<file path="src/include/wind_status_cfg.svh">
/*
  Constants for the wind sensor status word builder: field positions,
  timing figures and reset values.
  Assumes a 100 MHz system clock.
*/
`ifndef WIND_STATUS_CFG_SVH
`define WIND_STATUS_CFG_SVH

// ----------------------------------------------------------------------
// clock and timing
// ----------------------------------------------------------------------
`define CLK_FREQ_HZ          100000000
`define STALE_SPAN_S         10
`define STATIC_SPAN_S        60
`define SHORT_AVG_LIMIT_S    10
`define MIN_FILL_PERCENT     50

// ----------------------------------------------------------------------
// extended word field positions
// ----------------------------------------------------------------------
`define EXT_GEN_FAULT_BIT    0
`define EXT_HEAT_CRIT_BIT    1
`define EXT_HEAT_ON_BIT      2
`define EXT_STATIC_BIT       4
`define EXT_FILL_LSB         8
`define EXT_FILL_MSB         11
`define EXT_RESTART_BIT      13

// ----------------------------------------------------------------------
// compact byte field positions
// ----------------------------------------------------------------------
`define CMP_GEN_FAULT_BIT    0
`define CMP_FILL_LSB         1
`define CMP_FILL_MSB         3
`define CMP_STATIC_BIT       5
`define CMP_HEAT_CRIT_BIT    6
`define CMP_HEAT_ON_BIT      7

// ----------------------------------------------------------------------
// reset values
// ----------------------------------------------------------------------
`define EXT_RESET_VALUE      32'h0000_2000
`define CMP_RESET_VALUE      8'h00

`endif

</file>
<file path="src/include/wind_status_pkg.sv">
/*
  Types shared by the status word builder, the host model and the bench.
  Assumes the constants header is included by the design files.
*/
package wind_status_pkg;

  typedef logic [31:0] ext_word_t;
  typedef logic [7:0]  cmp_byte_t;
  typedef logic [15:0] sample_cnt_t;
  typedef logic [15:0] avg_time_t;

  typedef enum logic [1:0]
  {
    RST_PENDING = 2'b01,
    RST_CLEARED = 2'b10
  } restart_state_t;

endpackage

</file>
<file path="src/core/second_tick.sv">
/*
  Divider giving a one-cycle pulse once per second of system clock.
  Assumes a free-running clock at the configured rate.
*/
`timescale 1ns/10ps
`default_nettype none
`include "wind_status_cfg.svh"

module second_tick #(
  parameter int unsigned CYCLES_PER_TICK = `CLK_FREQ_HZ
)
(
  input  wire logic i_ref_clk,
  input  wire logic i_rst_n,
  output logic      o_tick
);

  logic [26:0] cnt_q;

  always_ff @(posedge i_ref_clk or negedge i_rst_n)
  begin
    if (!i_rst_n)
    begin
      cnt_q  <= 27'h0;
      o_tick <= 1'b0;
    end
    else if (cnt_q == 27'(CYCLES_PER_TICK - 1))
    begin
      cnt_q  <= 27'h0;
      o_tick <= 1'b1;
    end
    else
    begin
      cnt_q  <= cnt_q + 27'h1;
      o_tick <= 1'b0;
    end
  end

endmodule
`default_nettype wire

</file>
<file path="src/core/wind_status_builder.sv">
/*
  Builds the extended 32-bit status word and the compact 8-bit status
  byte from the fault detectors, heater control, buffer fill and restart.
  Assumes detector inputs are synchronous to i_ref_clk, except the two
  heater levels which come from outside and are synchronised here.
*/
// Behaviour
// - averaging under 10 s: fault when no fresh sample for 10 s.
// - averaging 10 s or more: fault when buffer holds under half.
// - heating criterion at extended bit 1 and compact bit 6.
// - heater on at extended bit 2 and compact bit 7.
// - static fault at extended bit 4, compact bit 5, incl. no samples 1 min.
// - extended bits 8-11 give fill in sixteenths, n/16 < x <= (n+1)/16.
// - compact bits 1-3 give fill in eighths, n/8 < x <= (n+1)/8.
// - restart flag bit 13 set by restart, cleared after first telegram.
// - compact byte uses same sources as extended word.
// - fill is occupied memory over memory required for averaging period.
`timescale 1ns/10ps
`default_nettype none
`include "wind_status_cfg.svh"

module wind_status_builder #(
  parameter int unsigned CYCLES_PER_SEC = `CLK_FREQ_HZ
)
(
  input  wire logic                       i_ref_clk,
  input  wire logic                       i_rst_n,
  input  wire logic                       i_sample_valid,
  input  wire logic                       i_temp_out_of_range,
  input  wire logic                       i_heat_criterion,
  input  wire logic                       i_heat_on,
  input  wire wind_status_pkg::sample_cnt_t i_buf_used,
  input  wire wind_status_pkg::sample_cnt_t i_buf_required,
  input  wire wind_status_pkg::avg_time_t i_avg_time_s,
  input  wire logic                       i_restart,
  input  wire logic                       i_telegram_done,
  output wind_status_pkg::ext_word_t      o_extended_status_word,
  output wind_status_pkg::cmp_byte_t      o_compact_status_byte
);
  import wind_status_pkg::*;

  // ----------------------------------------------------------------------
  // helpers
  // ----------------------------------------------------------------------
  // smallest n with used*steps <= (n+1)*required; zero required gives steps-1
  function automatic logic [3:0] fill_code(input sample_cnt_t used,
                                           input sample_cnt_t req,
                                           input int unsigned steps);
    logic [35:0] lhs;
    logic [35:0] rhs;
    logic [3:0]  code;
    lhs  = 36'(used) * 36'(steps);
    code = 4'(steps - 1);
    for (int k = int'(steps) - 1; k >= 0; k--)
    begin
      rhs = 36'(req) * 36'(k + 1);
      if (lhs <= rhs)
        code = 4'(k);
    end
    if (req == 16'h0)
      code = 4'(steps - 1);
    return code;
  endfunction

  // ----------------------------------------------------------------------
  // synchronise heater levels (three stages, second and third agree)
  // ----------------------------------------------------------------------
  logic [2:0] crit_sync_q;
  logic [2:0] heat_sync_q;
  logic       crit_q;
  logic       heat_q;

  always_ff @(posedge i_ref_clk or negedge i_rst_n)
  begin
    if (!i_rst_n)
    begin
      crit_sync_q <= 3'h0;
      heat_sync_q <= 3'h0;
      crit_q      <= 1'b0;
      heat_q      <= 1'b0;
    end
    else
    begin
      crit_sync_q <= {crit_sync_q[1:0], i_heat_criterion};
      heat_sync_q <= {heat_sync_q[1:0], i_heat_on};
      if (crit_sync_q[1] == crit_sync_q[2])
        crit_q <= crit_sync_q[2];
      if (heat_sync_q[1] == heat_sync_q[2])
        heat_q <= heat_sync_q[2];
    end
  end

  // ----------------------------------------------------------------------
  // staleness timers in whole seconds
  // ----------------------------------------------------------------------
  logic       sec_tick;
  logic [6:0] stale_sec_q;

  second_tick #(
    .CYCLES_PER_TICK (CYCLES_PER_SEC)
  ) u_tick (
    .i_ref_clk (i_ref_clk),
    .i_rst_n   (i_rst_n),
    .o_tick    (sec_tick)
  );

  // counts seconds since the last fresh sample; saturates past the static span
  always_ff @(posedge i_ref_clk or negedge i_rst_n)
  begin
    if (!i_rst_n)
      stale_sec_q <= 7'h0;
    else if (i_sample_valid)
      stale_sec_q <= 7'h0;
    else if (sec_tick && stale_sec_q <= 7'(`STATIC_SPAN_S))
      stale_sec_q <= stale_sec_q + 7'h1;
  end

  // ----------------------------------------------------------------------
  // condition sources
  // ----------------------------------------------------------------------
  logic       short_avg;
  logic       gen_fault;
  logic       static_fault;
  logic [3:0] fill16;
  logic [2:0] fill8;

  always_comb
  begin
    short_avg    = i_avg_time_s < 16'(`SHORT_AVG_LIMIT_S);
    // under half of one sample per second of window
    // tick phase against the sample is unknown: one extra tick guarantees a full span
    gen_fault    = short_avg ? (stale_sec_q > 7'(`STALE_SPAN_S))
                             : (32'(i_buf_used) * 32'd100 <
                                32'(i_avg_time_s) * 32'(`MIN_FILL_PERCENT));
    static_fault = i_temp_out_of_range || (stale_sec_q > 7'(`STATIC_SPAN_S));
    fill16       = fill_code(i_buf_used, i_buf_required, 16);
    fill8        = 3'(fill_code(i_buf_used, i_buf_required, 8));
  end

  // ----------------------------------------------------------------------
  // restart flag
  // ----------------------------------------------------------------------
  restart_state_t rst_state_q;

  // a restart in the same cycle as telegram completion keeps the flag set
  always_ff @(posedge i_ref_clk or negedge i_rst_n)
  begin
    if (!i_rst_n)
      rst_state_q <= RST_PENDING;
    else
    begin
      unique case (rst_state_q)
        RST_PENDING:
          if (i_telegram_done && !i_restart)
            rst_state_q <= RST_CLEARED;
        RST_CLEARED:
          if (i_restart)
            rst_state_q <= RST_PENDING;
        default:
          rst_state_q <= RST_PENDING;
      endcase
    end
  end

  // ----------------------------------------------------------------------
  // output words
  // ----------------------------------------------------------------------
  always_ff @(posedge i_ref_clk or negedge i_rst_n)
  begin
    if (!i_rst_n)
    begin
      o_extended_status_word <= `EXT_RESET_VALUE;
      o_compact_status_byte  <= `CMP_RESET_VALUE;
    end
    else
    begin
      o_extended_status_word                                  <= 32'h0;
      o_extended_status_word[`EXT_GEN_FAULT_BIT]              <= gen_fault;
      o_extended_status_word[`EXT_HEAT_CRIT_BIT]              <= crit_q;
      o_extended_status_word[`EXT_HEAT_ON_BIT]                <= heat_q;
      o_extended_status_word[`EXT_STATIC_BIT]                 <= static_fault;
      o_extended_status_word[`EXT_FILL_MSB:`EXT_FILL_LSB]     <= fill16;
      o_extended_status_word[`EXT_RESTART_BIT]                <= (rst_state_q == RST_PENDING);
      // same sources as the wide word so shared flags never disagree
      o_compact_status_byte                                   <= 8'h00;
      o_compact_status_byte[`CMP_GEN_FAULT_BIT]               <= gen_fault;
      o_compact_status_byte[`CMP_FILL_MSB:`CMP_FILL_LSB]      <= fill8;
      o_compact_status_byte[`CMP_STATIC_BIT]                  <= static_fault;
      o_compact_status_byte[`CMP_HEAT_CRIT_BIT]               <= crit_q;
      o_compact_status_byte[`CMP_HEAT_ON_BIT]                 <= heat_q;
    end
  end

  // ----------------------------------------------------------------------
  // assertions
  // ----------------------------------------------------------------------
  shared_flags_a: assert property (@(posedge i_ref_clk) disable iff (!i_rst_n)
    o_extended_status_word[0] == o_compact_status_byte[0] &&
    o_extended_status_word[4] == o_compact_status_byte[5] &&
    o_extended_status_word[1] == o_compact_status_byte[6] &&
    o_extended_status_word[2] == o_compact_status_byte[7])
    else $error("shared flags differ");

  reserved_zero_a: assert property (@(posedge i_ref_clk) disable iff (!i_rst_n)
    (o_extended_status_word & 32'hffff_d0e8) == 32'h0 && !o_compact_status_byte[4])
    else $error("reserved bit set");

  // both bounds on the registered code, so a stuck or shifted code cannot pass
  fill_coarse_a: assert property (@(posedge i_ref_clk) disable iff (!i_rst_n)
    i_buf_required != 16'h0 && i_buf_used != 16'h0 && i_buf_used <= i_buf_required |=>
      36'($past(i_buf_used)) * 36'd8 <= 36'($past(i_buf_required)) * 36'(o_compact_status_byte[3:1] + 4'h1) &&
      36'($past(i_buf_used)) * 36'd8 > 36'($past(i_buf_required)) * 36'(o_compact_status_byte[3:1]))
    else $error("compact fill wrong");

  fill_bound_a: assert property (@(posedge i_ref_clk) disable iff (!i_rst_n)
    i_buf_required != 16'h0 && i_buf_used != 16'h0 && i_buf_used <= i_buf_required |=>
      36'($past(i_buf_used)) * 36'd16 <= 36'($past(i_buf_required)) * 36'(o_extended_status_word[11:8] + 5'h1) &&
      36'($past(i_buf_used)) * 36'd16 > 36'($past(i_buf_required)) * 36'(o_extended_status_word[11:8]))
    else $error("extended fill bound wrong");

  restart_clear_a: assert property (@(posedge i_ref_clk) disable iff (!i_rst_n)
    rst_state_q == RST_PENDING && i_telegram_done && !i_restart |=> ##1 !o_extended_status_word[13])
    else $error("restart flag not cleared");

  restart_set_a: assert property (@(posedge i_ref_clk) disable iff (!i_rst_n)
    i_restart |=> ##1 o_extended_status_word[13])
    else $error("restart flag not set");

  stale_fault_a: assert property (@(posedge i_ref_clk) disable iff (!i_rst_n)
    short_avg && stale_sec_q > 7'd10 && !i_sample_valid |=> o_extended_status_word[0])
    else $error("stale fault missing");

  heat_track_a: assert property (@(posedge i_ref_clk) disable iff (!i_rst_n)
    heat_sync_q[1] && heat_sync_q[2] |=> ##1 o_extended_status_word[2])
    else $error("heater flag not following");

  half_fill_a: assert property (@(posedge i_ref_clk) disable iff (!i_rst_n)
    !short_avg && 32'(i_buf_used) * 32'd2 < 32'(i_avg_time_s) |=> o_compact_status_byte[0])
    else $error("low fill fault missing");

  static_fault_a: assert property (@(posedge i_ref_clk) disable iff (!i_rst_n)
    i_temp_out_of_range |=> o_extended_status_word[4])
    else $error("static fault missing");

  restart_cleared_c: cover property (@(posedge i_ref_clk) disable iff (!i_rst_n)
    o_extended_status_word[13] ##1 !o_extended_status_word[13]);
  stale_fault_c: cover property (@(posedge i_ref_clk) disable iff (!i_rst_n)
    short_avg && o_compact_status_byte[0]);
  full_buffer_c: cover property (@(posedge i_ref_clk) disable iff (!i_rst_n)
    o_extended_status_word[11:8] == 4'hf);

endmodule
`default_nettype wire

</file>
<file path="config.mk">
export PLATFORM = sky130hd
export DESIGN_NAME = wind_status_builder
export DESIGN_NICKNAME = d
export VERILOG_FILES = /design/src/include/wind_status_pkg.sv /design/src/core/second_tick.sv /design/src/core/wind_status_builder.sv
export VERILOG_INCLUDE_DIRS = /design/src /design/src/include
export SDC_FILE = /design/constraint.sdc
export NUM_CORES = 1
export LEC_CHECK = 0
export BUFFER_PORTS_ARGS = -buffer_cell sky130_fd_sc_hd__buf_4
export CAP_MARGIN = 20
export CORE_MARGIN = 2
export CORE_UTILIZATION = 32
export CTS_CLUSTER_SIZE = 12
export DETAILED_ROUTE_END_ITERATION = 7
export GPL_TIMING_DRIVEN = 0
export MAX_ROUTING_LAYER = met4
export SETUP_SLACK_MARGIN = 0.2
export SLEW_MARGIN = 40
export SYNTH_ARGS = -nofsm -noshare
export SYNTH_HDL_FRONTEND = slang
export SYNTH_SLANG_ARGS = --single-unit
</file>
<file path="constraint.sdc">
create_clock -name i_ref_clk -period 4.7 [get_ports i_ref_clk]
set_clock_uncertainty 0.05 [all_clocks]
set_input_delay 0.94 -clock i_ref_clk [delete_from_list [all_inputs] [get_ports i_ref_clk]]
set_output_delay 0.94 -clock i_ref_clk [all_outputs]
set_load 0.02 [all_outputs]
</file>
# ---- After elaboration in Yosys (flattened, before gate mapping)
# Index checks and enable logic that the tools add are counted.
dict set report classes {
  addsub 2
  n_mul 13
  magnitude_cmp 27
  n_eq_ne 7
  n_mux 32
  reduce_logical 7
}
# cell n
set ops {}
lappend ops {{$le A20 B20 Y1} 7}
lappend ops {{$le A20 B19 Y1} 4}
lappend ops {{$mul A16 B4 Y20 const B} 4}
lappend ops {{$mul A16 B3 Y19 const B} 4}
lappend ops {{$mux W4} 15}
lappend ops {{$le A19 B19 Y1} 3}
lappend ops {{$mul A16 B2 Y18 const B} 3}
lappend ops {{$mul A16 B5 Y21 const B} 2}
lappend ops {{$le A20 B18 Y1} 2}
lappend ops {{$le A19 B18 Y1} 2}
lappend ops {{$add A27 B1 Y27 const B} 1}
lappend ops {{$eq A27 B27 Y1 const B} 1}
lappend ops {{$mux W27} 1}
lappend ops {{$lt A23 B22 Y1} 1}
lappend ops {{$mux W3} 7}
lappend ops {{$le A20 B16 Y1} 1}
lappend ops {{$le A20 B17 Y1} 1}
lappend ops {{$le A19 B16 Y1} 1}
lappend ops {{$le A19 B17 Y1} 1}
lappend ops {{$logic_not A16 Y1} 1}
lappend ops {{$lt A16 B4 Y1 const B} 1}
lappend ops {{$mux W7} 2}
lappend ops {{$add A7 B1 Y7 const B} 1}
lappend ops {{$gt A7 B4 Y1 const B} 1}
lappend ops {{other kinds (14)} 21}
dict set report totals {
  regBits 61
  out_inout_bits 40
}

# ---- Longest topological paths before layout
# Gate-level depths: netlist of run 1.
dict set report depth {
  ltp_word 18
  depth_mapped 23
  ltp_nobuf 23
}

# ---- Cells and area by module
# A second synthesis of run 1 with hierarchy kept.
dict set report unflattened {
  cells_unflattened 2102
  area_unflattened_um2 18052.3
}
# mod instances cells_per_inst area_per_inst_um2
set by_module_without_submodules {}
lappend by_module_without_submodules {wind_status_builder 1 1967 16694.8}
lappend by_module_without_submodules {second_tick 1 135 1357.6}

# ---- Worst setup path before layout of run 1
# No wires, ideal clock.
dict set report synth_path {
  kind {input to register}
  from {input port i_buf_required[2]}
  to {register o_extended_status_word[9]}
  setup_ns 0.078
  t_arrival_ns 5.199
  required_ns 4.572
  setup_slack_ns -0.627
  stages 22
  path_buffers 0
  cell_sequence {inv_1 > ha_1 > fa_1 > inv_1 > fa_1 > and2b_1 > o31a_2 > o211ai_2 > a311oi_1 > o21ai_1 > a21boi_1 > mux2i_1 > a2111oi_2 > ha_1 > nand4_1 > nor3_1 > a21o_1 > a31oi_1 > o21ai_0 > a311oi_1 > o311ai_1 > a21oi_1}
}
dict set report synth_between {
  elab_chain_cells 17
}
# element line_no
set synth_lines {}
lappend synth_lines {{start, declared} wind_status_builder.sv:33} ;# input wire wind_status_pkg::sample_cnt_t i_buf_required,
lappend synth_lines {{$mul A16 B3 Y19} wind_status_builder.sv:56} ;# rhs = 36'(req) * 36'(k + 1);
lappend synth_lines {{$le A20 B20 Y1} wind_status_builder.sv:57} ;# if (lhs <= rhs)
lappend synth_lines {{$mux W4 (14 in series)} wind_status_builder.sv:57}
lappend synth_lines {{$mux W4 (*)} wind_status_builder.sv:60} ;# if (req == 16'h0)
lappend synth_lines {{net fill16[1]} wind_status_builder.sv:124} ;# logic [3:0] fill16;
lappend synth_lines {{end signal, assigned} wind_status_builder.sv:172} ;# o_extended_status_word <= `EXT_RESET_VALUE;
lappend synth_lines {{end signal, assigned by index} wind_status_builder.sv:178} ;# o_extended_status_word[`EXT_GEN_FAULT_BIT] <= gen_fault;
lappend synth_lines {{end signal, assigned by index} wind_status_builder.sv:179} ;# o_extended_status_word[`EXT_HEAT_CRIT_BIT] <= crit_q;
lappend synth_lines {{end, declared} wind_status_builder.sv:37} ;# output wind_status_pkg::ext_word_t o_extended_status_word,
# Mark *: on every way through the listed nets, which the timed path passes. The rest lies on a longest branch.
# A chain may end at the register's enable or synchronous reset.

# ---- Worst setup path in the final report of run 1
dict set report layout_path {
  from {input port i_buf_required[1]}
  to {register o_extended_status_word[8]}
}
dict set report layout_between {
  elab_chain_cells 18
}
# element line_no
set layout_lines {}
lappend layout_lines {{$mul A16 B4 Y20} wind_status_builder.sv:56}
lappend layout_lines {{$le A20 B20 Y1} wind_status_builder.sv:57}
lappend layout_lines {{$mux W1} wind_status_builder.sv:57}
lappend layout_lines {{$mux W4 (14 in series)} wind_status_builder.sv:57}
lappend layout_lines {{$mux W4 (*)} wind_status_builder.sv:60}
lappend layout_lines {{net fill16[0]} wind_status_builder.sv:124}
# Marks and branches as above.

==> results of run 1 <==
-- cell type report --
type	instances	area share, %
Buffer	29	0.979
Clock buffer	9	1.03
Clock inverter	7	0.355
Inverter	263	4.82
Multi-Input combinational cell	1763	75.8
Sequential cell	57	6.54
Tap cell	748	4.28
Timing Repair Buffer	142	6.21
-- registers in the layout, summed over array words and instances (netlist names) --
name and count:
stale_sec_q 7, u_tick.o_tick 1, heat_sync_q 3, heat_q 1, crit_sync_q 3, o_extended_status_word 6
u_tick.cnt_q 27, o_compact_status_byte 6, rst_state_q 2, crit_q 1
-- logic make-up after synthesis --
kind of cell / after synthesis / synth area share (%)
adder cells (fa/ha/maj): 612 / 46.6
AND/OR/NAND/NOR: 508 / 14.5
buffers and inverters: 292 / 6.68
other: 1 / 0.0209
flip-flops: 57 / 7.95
AO/OA/AOI/OAI: 468 / 16.9
multiplexers: 3 / 0.174
XOR/XNOR: 148 / 7.21
-- power groups by stage --
stage                     Combinational, mW  Sequential [mW]  Clock (mW)
after floorplan                        3.36            0.568           0
after global placement                 4.36            0.541           0
after detailed placement               4.49            0.542           0
after CTS                              4.90            0.533       0.659
after global routing                   5.77            0.536       0.686
final                                  5.17            0.532       0.643
-- routing by layer --
metal  wire length [um]  part of all wire, %  vias up
li1                   -                    -     7822
met1              23500                   46     7643
met2              24100                   47      305
met3               2470                  4.8       69
met4               1360                  2.6        0
met5                  0                    0        -
-- layout by cell type, fill, tap and decap left out, types with 25 or more instances in the layout --
| cell type | instances |
|---|---|
| ha_1 | 471 |
| inv_1 | 230 |
| buf_4 | 142 |
| a21oi_1 | 124 |
| nor2_1 | 102 |
| nand2_1 | 88 |
| fa_1 | 88 |
| xor2_1 | 78 |
| o21ai_0 | 74 |
| xnor2_1 | 67 |
| nand3_1 | 60 |
| dfrtp_1 | 55 |
| a21o_1 | 54 |
| nor3_1 | 44 |
| nand4_1 | 41 |
| ha_4 | 37 |
| nand2b_1 | 26 |
| and3_1 | 25 |
-- cell usage after synthesis, drive strengths merged, types with 18 or more instances --
master,number
nand3,62
nand2b,26
nor3,51
xor2,79
nand4,41
o21ai,90
ha,514
and3,25
o211ai,18
buf,28
dfrtp,55
o21a,24
a21oi,139
nor2b,20
nor2,110
nand2,92
a21o,54
or3,19
fa,96
a31oi,27
inv,263
xnor2,69
a211oi,23
-- worst max-delay path by stage --
stage | startpoint | depth (start not counted) | endpoint | slack [ns]
after floorplan | i_buf_required[3] | 18 | o_extended_status_word[8] | -0.35
after global placement | i_buf_required[2] | 23 | o_extended_status_word[9] | -1.86
after detailed placement | i_buf_required[2] | 23 | o_extended_status_word[9] | -1.92
after CTS | i_buf_required[1] | 24 | o_extended_status_word[9] | -0.97
after global routing | i_buf_required[1] | 23 | o_extended_status_word[8] | -0.99
final | i_buf_required[1] | 23 | o_extended_status_word[8] | -0.91
-- critical path: stages --
cell,delay [ns]
buf_16,0.12
buf_6,0.12
fa_2,0.56
fa_1,0.46
ha_4,0.28
nor2b_4,0.12
o31a_1,0.30
o41ai_4,0.29
buf_4,0.19
o2111a_2,0.26
nor2_1,0.08
a21o_1,0.19
a21oi_2,0.14
xor2_1,0.09
ha_1,0.28
and4_4,0.24
nand2_4,0.07
nor4_4,0.28
nand4_1,0.18
o21ai_2,0.15
a21oi_4,0.14
o221ai_2,0.16
a21oi_2,0.07
-- through the flow --
step	utilization, %	cells	total power, mW
global placement	36.0	2931	4.90
detailed placement	36.0	2931	5.04
floorplan	-	2112	3.93
finish	39.5	3018	6.35
CTS	38.6	2998	6.10
global route	39.5	3018	6.99
-- repair_timing --
item	in CTS	in global routing
gates resized for setup	152	79
pin swaps	63	74
endpoints found under the setup margin	8	8
buffers inserted	51	20
hold endpoints to repair	0	0
gates cloned	0	0
==> impl_metrics.yaml, run 1 <==
timing:
  worstMarginPinSlew_ns: 0.756
  setup_viol: 7
  fmax_mhz: 178
  maxSlewHeadroom_pct: 49.1
  drv_slew: 0
  holdWs_ns: 0.302
  fin_tns_setup_ns: -3.48
  rsz0062_at_grt: "true"
  fin_crit_sh_pct: 119
  min_period_ns: 5.61
  setup_ws_ns: -0.910
  finalHoldViolCount: 0
route:
  ant_nets: 0
  drc: 0
  vias: 15800
  viasPerCell: 5.25
  dr.pass1.iters: 5
  totalWireLength_um: 51400
  first_iter_violations: 844
  wl_per_cell_um: 17.0
setup_path:
  r2r-start: "u_tick.cnt_q[0]"
  path_max_fanout: 5
  critPathKind: "in -> reg"
  reg2reg_slack_ns: 2.24
  reg2reg_depth: 9
  end_kind: "flop"
  setup.worst_path.start_class: "input pin"
  crit_arrival_ns: 5.74
  r2r_end: "u_tick.cnt_q[22]"
  crit_required_ns: 4.83
clock_tree:
  clk_pin_slew_ns: 0.05
  cts.hold.buffers_added: 0
  clock_path_buffers: 2
  clock_latency_ns: 0.32
  htreeDepth: 3
  cts_tree: "done"
  clock_sinks: 57
  cts_root_buf: "clkbuf_16"
  numCtsBuffers: 9
floorplan:
  die_area_um2: 58100
  core-area_um2: 55300
  die_h_um: 241
  start_util_pct: 32.5
  rows: 86
  fp.dieW_um: 241
  io_pins: 96
finish:
  drive_above_1_share_pct: 17.4
  regArea_um2: 1430
  multi_input_area_um2: 16600
  n_fill_cell: 5480
  num_antenna_cells: 0
  area_delta_synth_final_pct: 21.6
  nets: 2931
  final_area_um2: 21900
power:
  powerDensity_nw_per_um2: 290
  p_int_mw: 3.28
  clkPwrFrac_pct: 10.1
  power_switching_mw: 3.07
  peakVddDrop_mv: 0.180
  p_leak_nw: 10.5
  pwr-share-seq_pct: 8.4
  comb_power_share_pct: 81.5
  swShare_pct: 48.4
placed_design:
  dpl.hpwl_um: 39500
  portBuffers: 71
  place_congestion: 0.886
  place_area_um2: 19900
  pre_cts_ws_ns: -1.92
synth:
  ys_async_sr_fraction_pct: 100
  syn-mean-instance-area_um2: 8.60
  yosysUniqueCellTypes: 76
  syn_area_um2: 18000
  seq_area_frac_synth_pct: 7.95
  synth_area_leader_cell: "ha_1"
  netlist_instances: 2089
  synth_top_cells_by_area: "ha_1, fa_1, dfrtp_1, inv_1, a21oi_1"
  synth_seq_cells: 57
  synth_edf_count: 0
  synth_top_area_share_pct: 35.8
  ys.flop_type: "dfrtp_1"
  yosysWarningCount: 0
hold_path:
  hold_end: "crit_sync_q[1]"
  min_path_cells: 0
  min_path_type: "reg -> reg"
  worstHoldStart: "crit_sync_q[0]"
global_routing:
  grt_antenna_before_repair: 0
  top_usage_layer: "met2"
  grt_use_met3_pct: 2.29
  grt_pass1_vias: 15500
  grt_util_all_layers_pct: 18.1
  grt_max_degree: 58
  met2_usage_pct: 29.5
  met1_usage_pct: 23.5
  grt_pass1_wl_um: 81400
  grt-ovfl-total: 0
status:
  violations: "setup timing"
  status: "complete, but fails checks"
run:
  drv_cap: 0
Note: power is estimated with default switching activity, not from simulation.
==> inputs of run 2 (changes only) <==
--- a/config.mk
+++ b/config.mk
@@ -15,6 +15,7 @@
 export GPL_TIMING_DRIVEN = 0
 export MAX_ROUTING_LAYER = met4
 export SETUP_SLACK_MARGIN = 0.2
+export SKIP_CTS_REPAIR_TIMING = 1
 export SLEW_MARGIN = 40
 export SYNTH_ARGS = -nofsm -noshare
 export SYNTH_HDL_FRONTEND = slang
==> constraint.sdc (replaced) <==
create_clock -name i_ref_clk -period 6.5 [get_ports i_ref_clk]
set_clock_uncertainty 0.05 [all_clocks]
set_input_delay 1.3 -clock i_ref_clk [delete_from_list [all_inputs] [get_ports i_ref_clk]]
set_output_delay 1.3 -clock i_ref_clk [all_outputs]
set_load 0.02 [all_outputs]
==> run 2 against run 1 <==
  * The run now ends clean
  * Sequential power shrank 27%
  * Combinational power fell by 37%
  * Global-route usage down 0.77 points
  * Critical path depth decreased by 4
  * Power is 35% lower
  * Design area is 6.8% lower
  * Wire length is 4.3% lower
  * Sequential cell count stayed put
  * First-iteration DRC count rose by 8.6%
  * Register-to-register slack better by 1.8 ns
  * Hold slack worse by 0.0047 ns
  * Critical endpoint unchanged
  * Highest routed layer unchanged
==> impl_metrics.yaml, run 2 (synthesized netlist as in run 1, its figures left out) <==
status:
  status: "finished, final reports clean"
finish:
  instances_no_fill: 2976
  area_delta_synth_final_pct: 13.3
  final_cell_mix: "ha_1, inv_1, a21oi_1"
  layout_commonest_cell: "ha_1"
  postLayoutCoreUtil_pct: 36.8
  largest_register_ffs: 27
  top_register: "u_tick.cnt_q"
  drive_above_1_share_pct: 9.47
  reg_top3: "u_tick.cnt_q: 27 flops, stale_sec_q: 7 flops"
  nets: 2888
  n_fill_cell: 5723
global_routing:
  grt_max_degree: 58
  grt_pass1_vias: 15200
  grt_util_all_layers_pct: 17.3
  grt_antenna_before_repair: 1
  grt-ovfl-total: 0
  grt_pass1_wl_um: 78500
power:
  finalPower_mw: 4.16
  powerDensity_nw_per_um2: 204
  peakVddDrop_mv: 0.160
  p_leak_nw: 10.2
timing:
  min_period_ns: 6.13
  drv_slew: 0
  finalHoldViolCount: 0
  fin_crit_sh_pct: 94.3
  worstMarginPinSlew_ns: 0.685
  maxSlewHeadroom_pct: 54.3
  holdWs_ns: 0.298
  setup_viol: 0
  fmax_mhz: 163
  rsz0062_at_grt: "false"
  setup_ws_ns: 0.369
route:
  viasPerCell: 5.22
  ant_nets: 0
  wl_per_cell_um: 16.5
  totalWireLength_um: 49200
  dr.pass1.iters: 5
  vias: 15500
  first_iter_violations: 917
  drc: 0
clock_tree:
  clk_pin_slew_ns: 0.05
  cts_tree: "done"
  htreeDepth: 3
  cts_root_buf: "clkbuf_16"
  clock_path_buffers: 2
  numCtsBuffers: 9
  clock_latency_ns: 0.32
  clock_sinks: 57
run:
  drv_cap: 0
setup_path:
  crit_required_ns: 6.63
  critPathKind: "in -> reg"
  path_cells: "buf_8, fa_2, fa_1, ha_1, nor2b_1, o31a_1, o41ai_4, o2111a_1, nor2_1, a21o_1, a21oi_1, xor2_1, ha_1, and4_1, a221o_1, o21ai_2, a21oi_4, o221ai_2, a21oi_1"
  slowest_stage: "fa_2"
  path_max_fanout: 14
  setup.worst_path.start_class: "input pin"
  crit_arrival_ns: 6.27
  crit_path_max_incr_delay_ns: 0.51
  end_kind: "flop"
floorplan:
  io_pins: 96
  core-area_um2: 55300
  start_util_pct: 32.5
  die_h_um: 241
  die_area_um2: 58100
  rows: 86
  fp.dieW_um: 241
placed_design:
  pre_cts_ws_ns: -0.674
  dpl.hpwl_um: 39200
  dp_cells: 2931
  portBuffers: 71
  place_congestion: 0.894
hold_path:
  min_path_type: "reg -> reg"
[run 2: critical path, delay by kind of cell]
family          cells  cell delay (ns)
fa+ha+maj           4             1.59
simple gates        3             0.47
xor+xnor            1             0.20
compound gates     10             2.48
buf+inv             1             0.19
[run 2: final timing paths]
path                                         endpoint               from  slack [ns]  cells past startpoint
max in group asynchronous  o_extended_status_word[10]            i_rst_n        4.97                      1
max reg2reg                          u_tick.cnt_q[24]    u_tick.cnt_q[0]        4.08                      9
min reg2reg                            crit_sync_q[1]     crit_sync_q[0]        0.30                      0
min                                    crit_sync_q[1]     crit_sync_q[0]        0.30                      0
max                         o_extended_status_word[8]  i_buf_required[3]        0.37                     19
min in group asynchronous              rst_state_q[1]            i_rst_n        0.97                      1
[run 2: where the power goes]
part / internal [mW] / switching (mW)
clock network: 0.354 / 0.155
registers: 0.377 / 0.00869
logic: 1.41 / 1.85
total: 2.14 / 2.01
[run 2: area by class of cell]
class / instances / area (um2) / share of cell area, %
Multi-Input combinational cell: 1763 / 15600 / 76.9
Sequential cell: 57 / 1430 / 7.02
Inverter: 263 / 1020 / 5.02
Tap cell: 748 / 936 / 4.60
Timing Repair Buffer: 99 / 777 / 3.82
Clock buffer: 11 / 253 / 1.24
Buffer: 29 / 214 / 1.05
Clock inverter: 5 / 77.6 / 0.381
Antenna cell: 1 / 2.50 / 0.0123
[run 2: routing by layer]
metal	vias to the layer above	track usage, %	part of all wire [%]
met5	-	-	0
met4	0	3.85	2.1
met3	55	1.02	3.8
met2	264	28.4	46
met1	7501	23.4	48
li1	7727	-	-
[run 2: through the flow]
step	TNS, ns	cell area (um2)
2_1_floorplan	0	18100
3_3_place_gp	-1.18	19500
3_5_place_dp	-1.17	19500
4_1_cts	-0.536	19900
5_1_grt	0	20400
6_report	0	20400
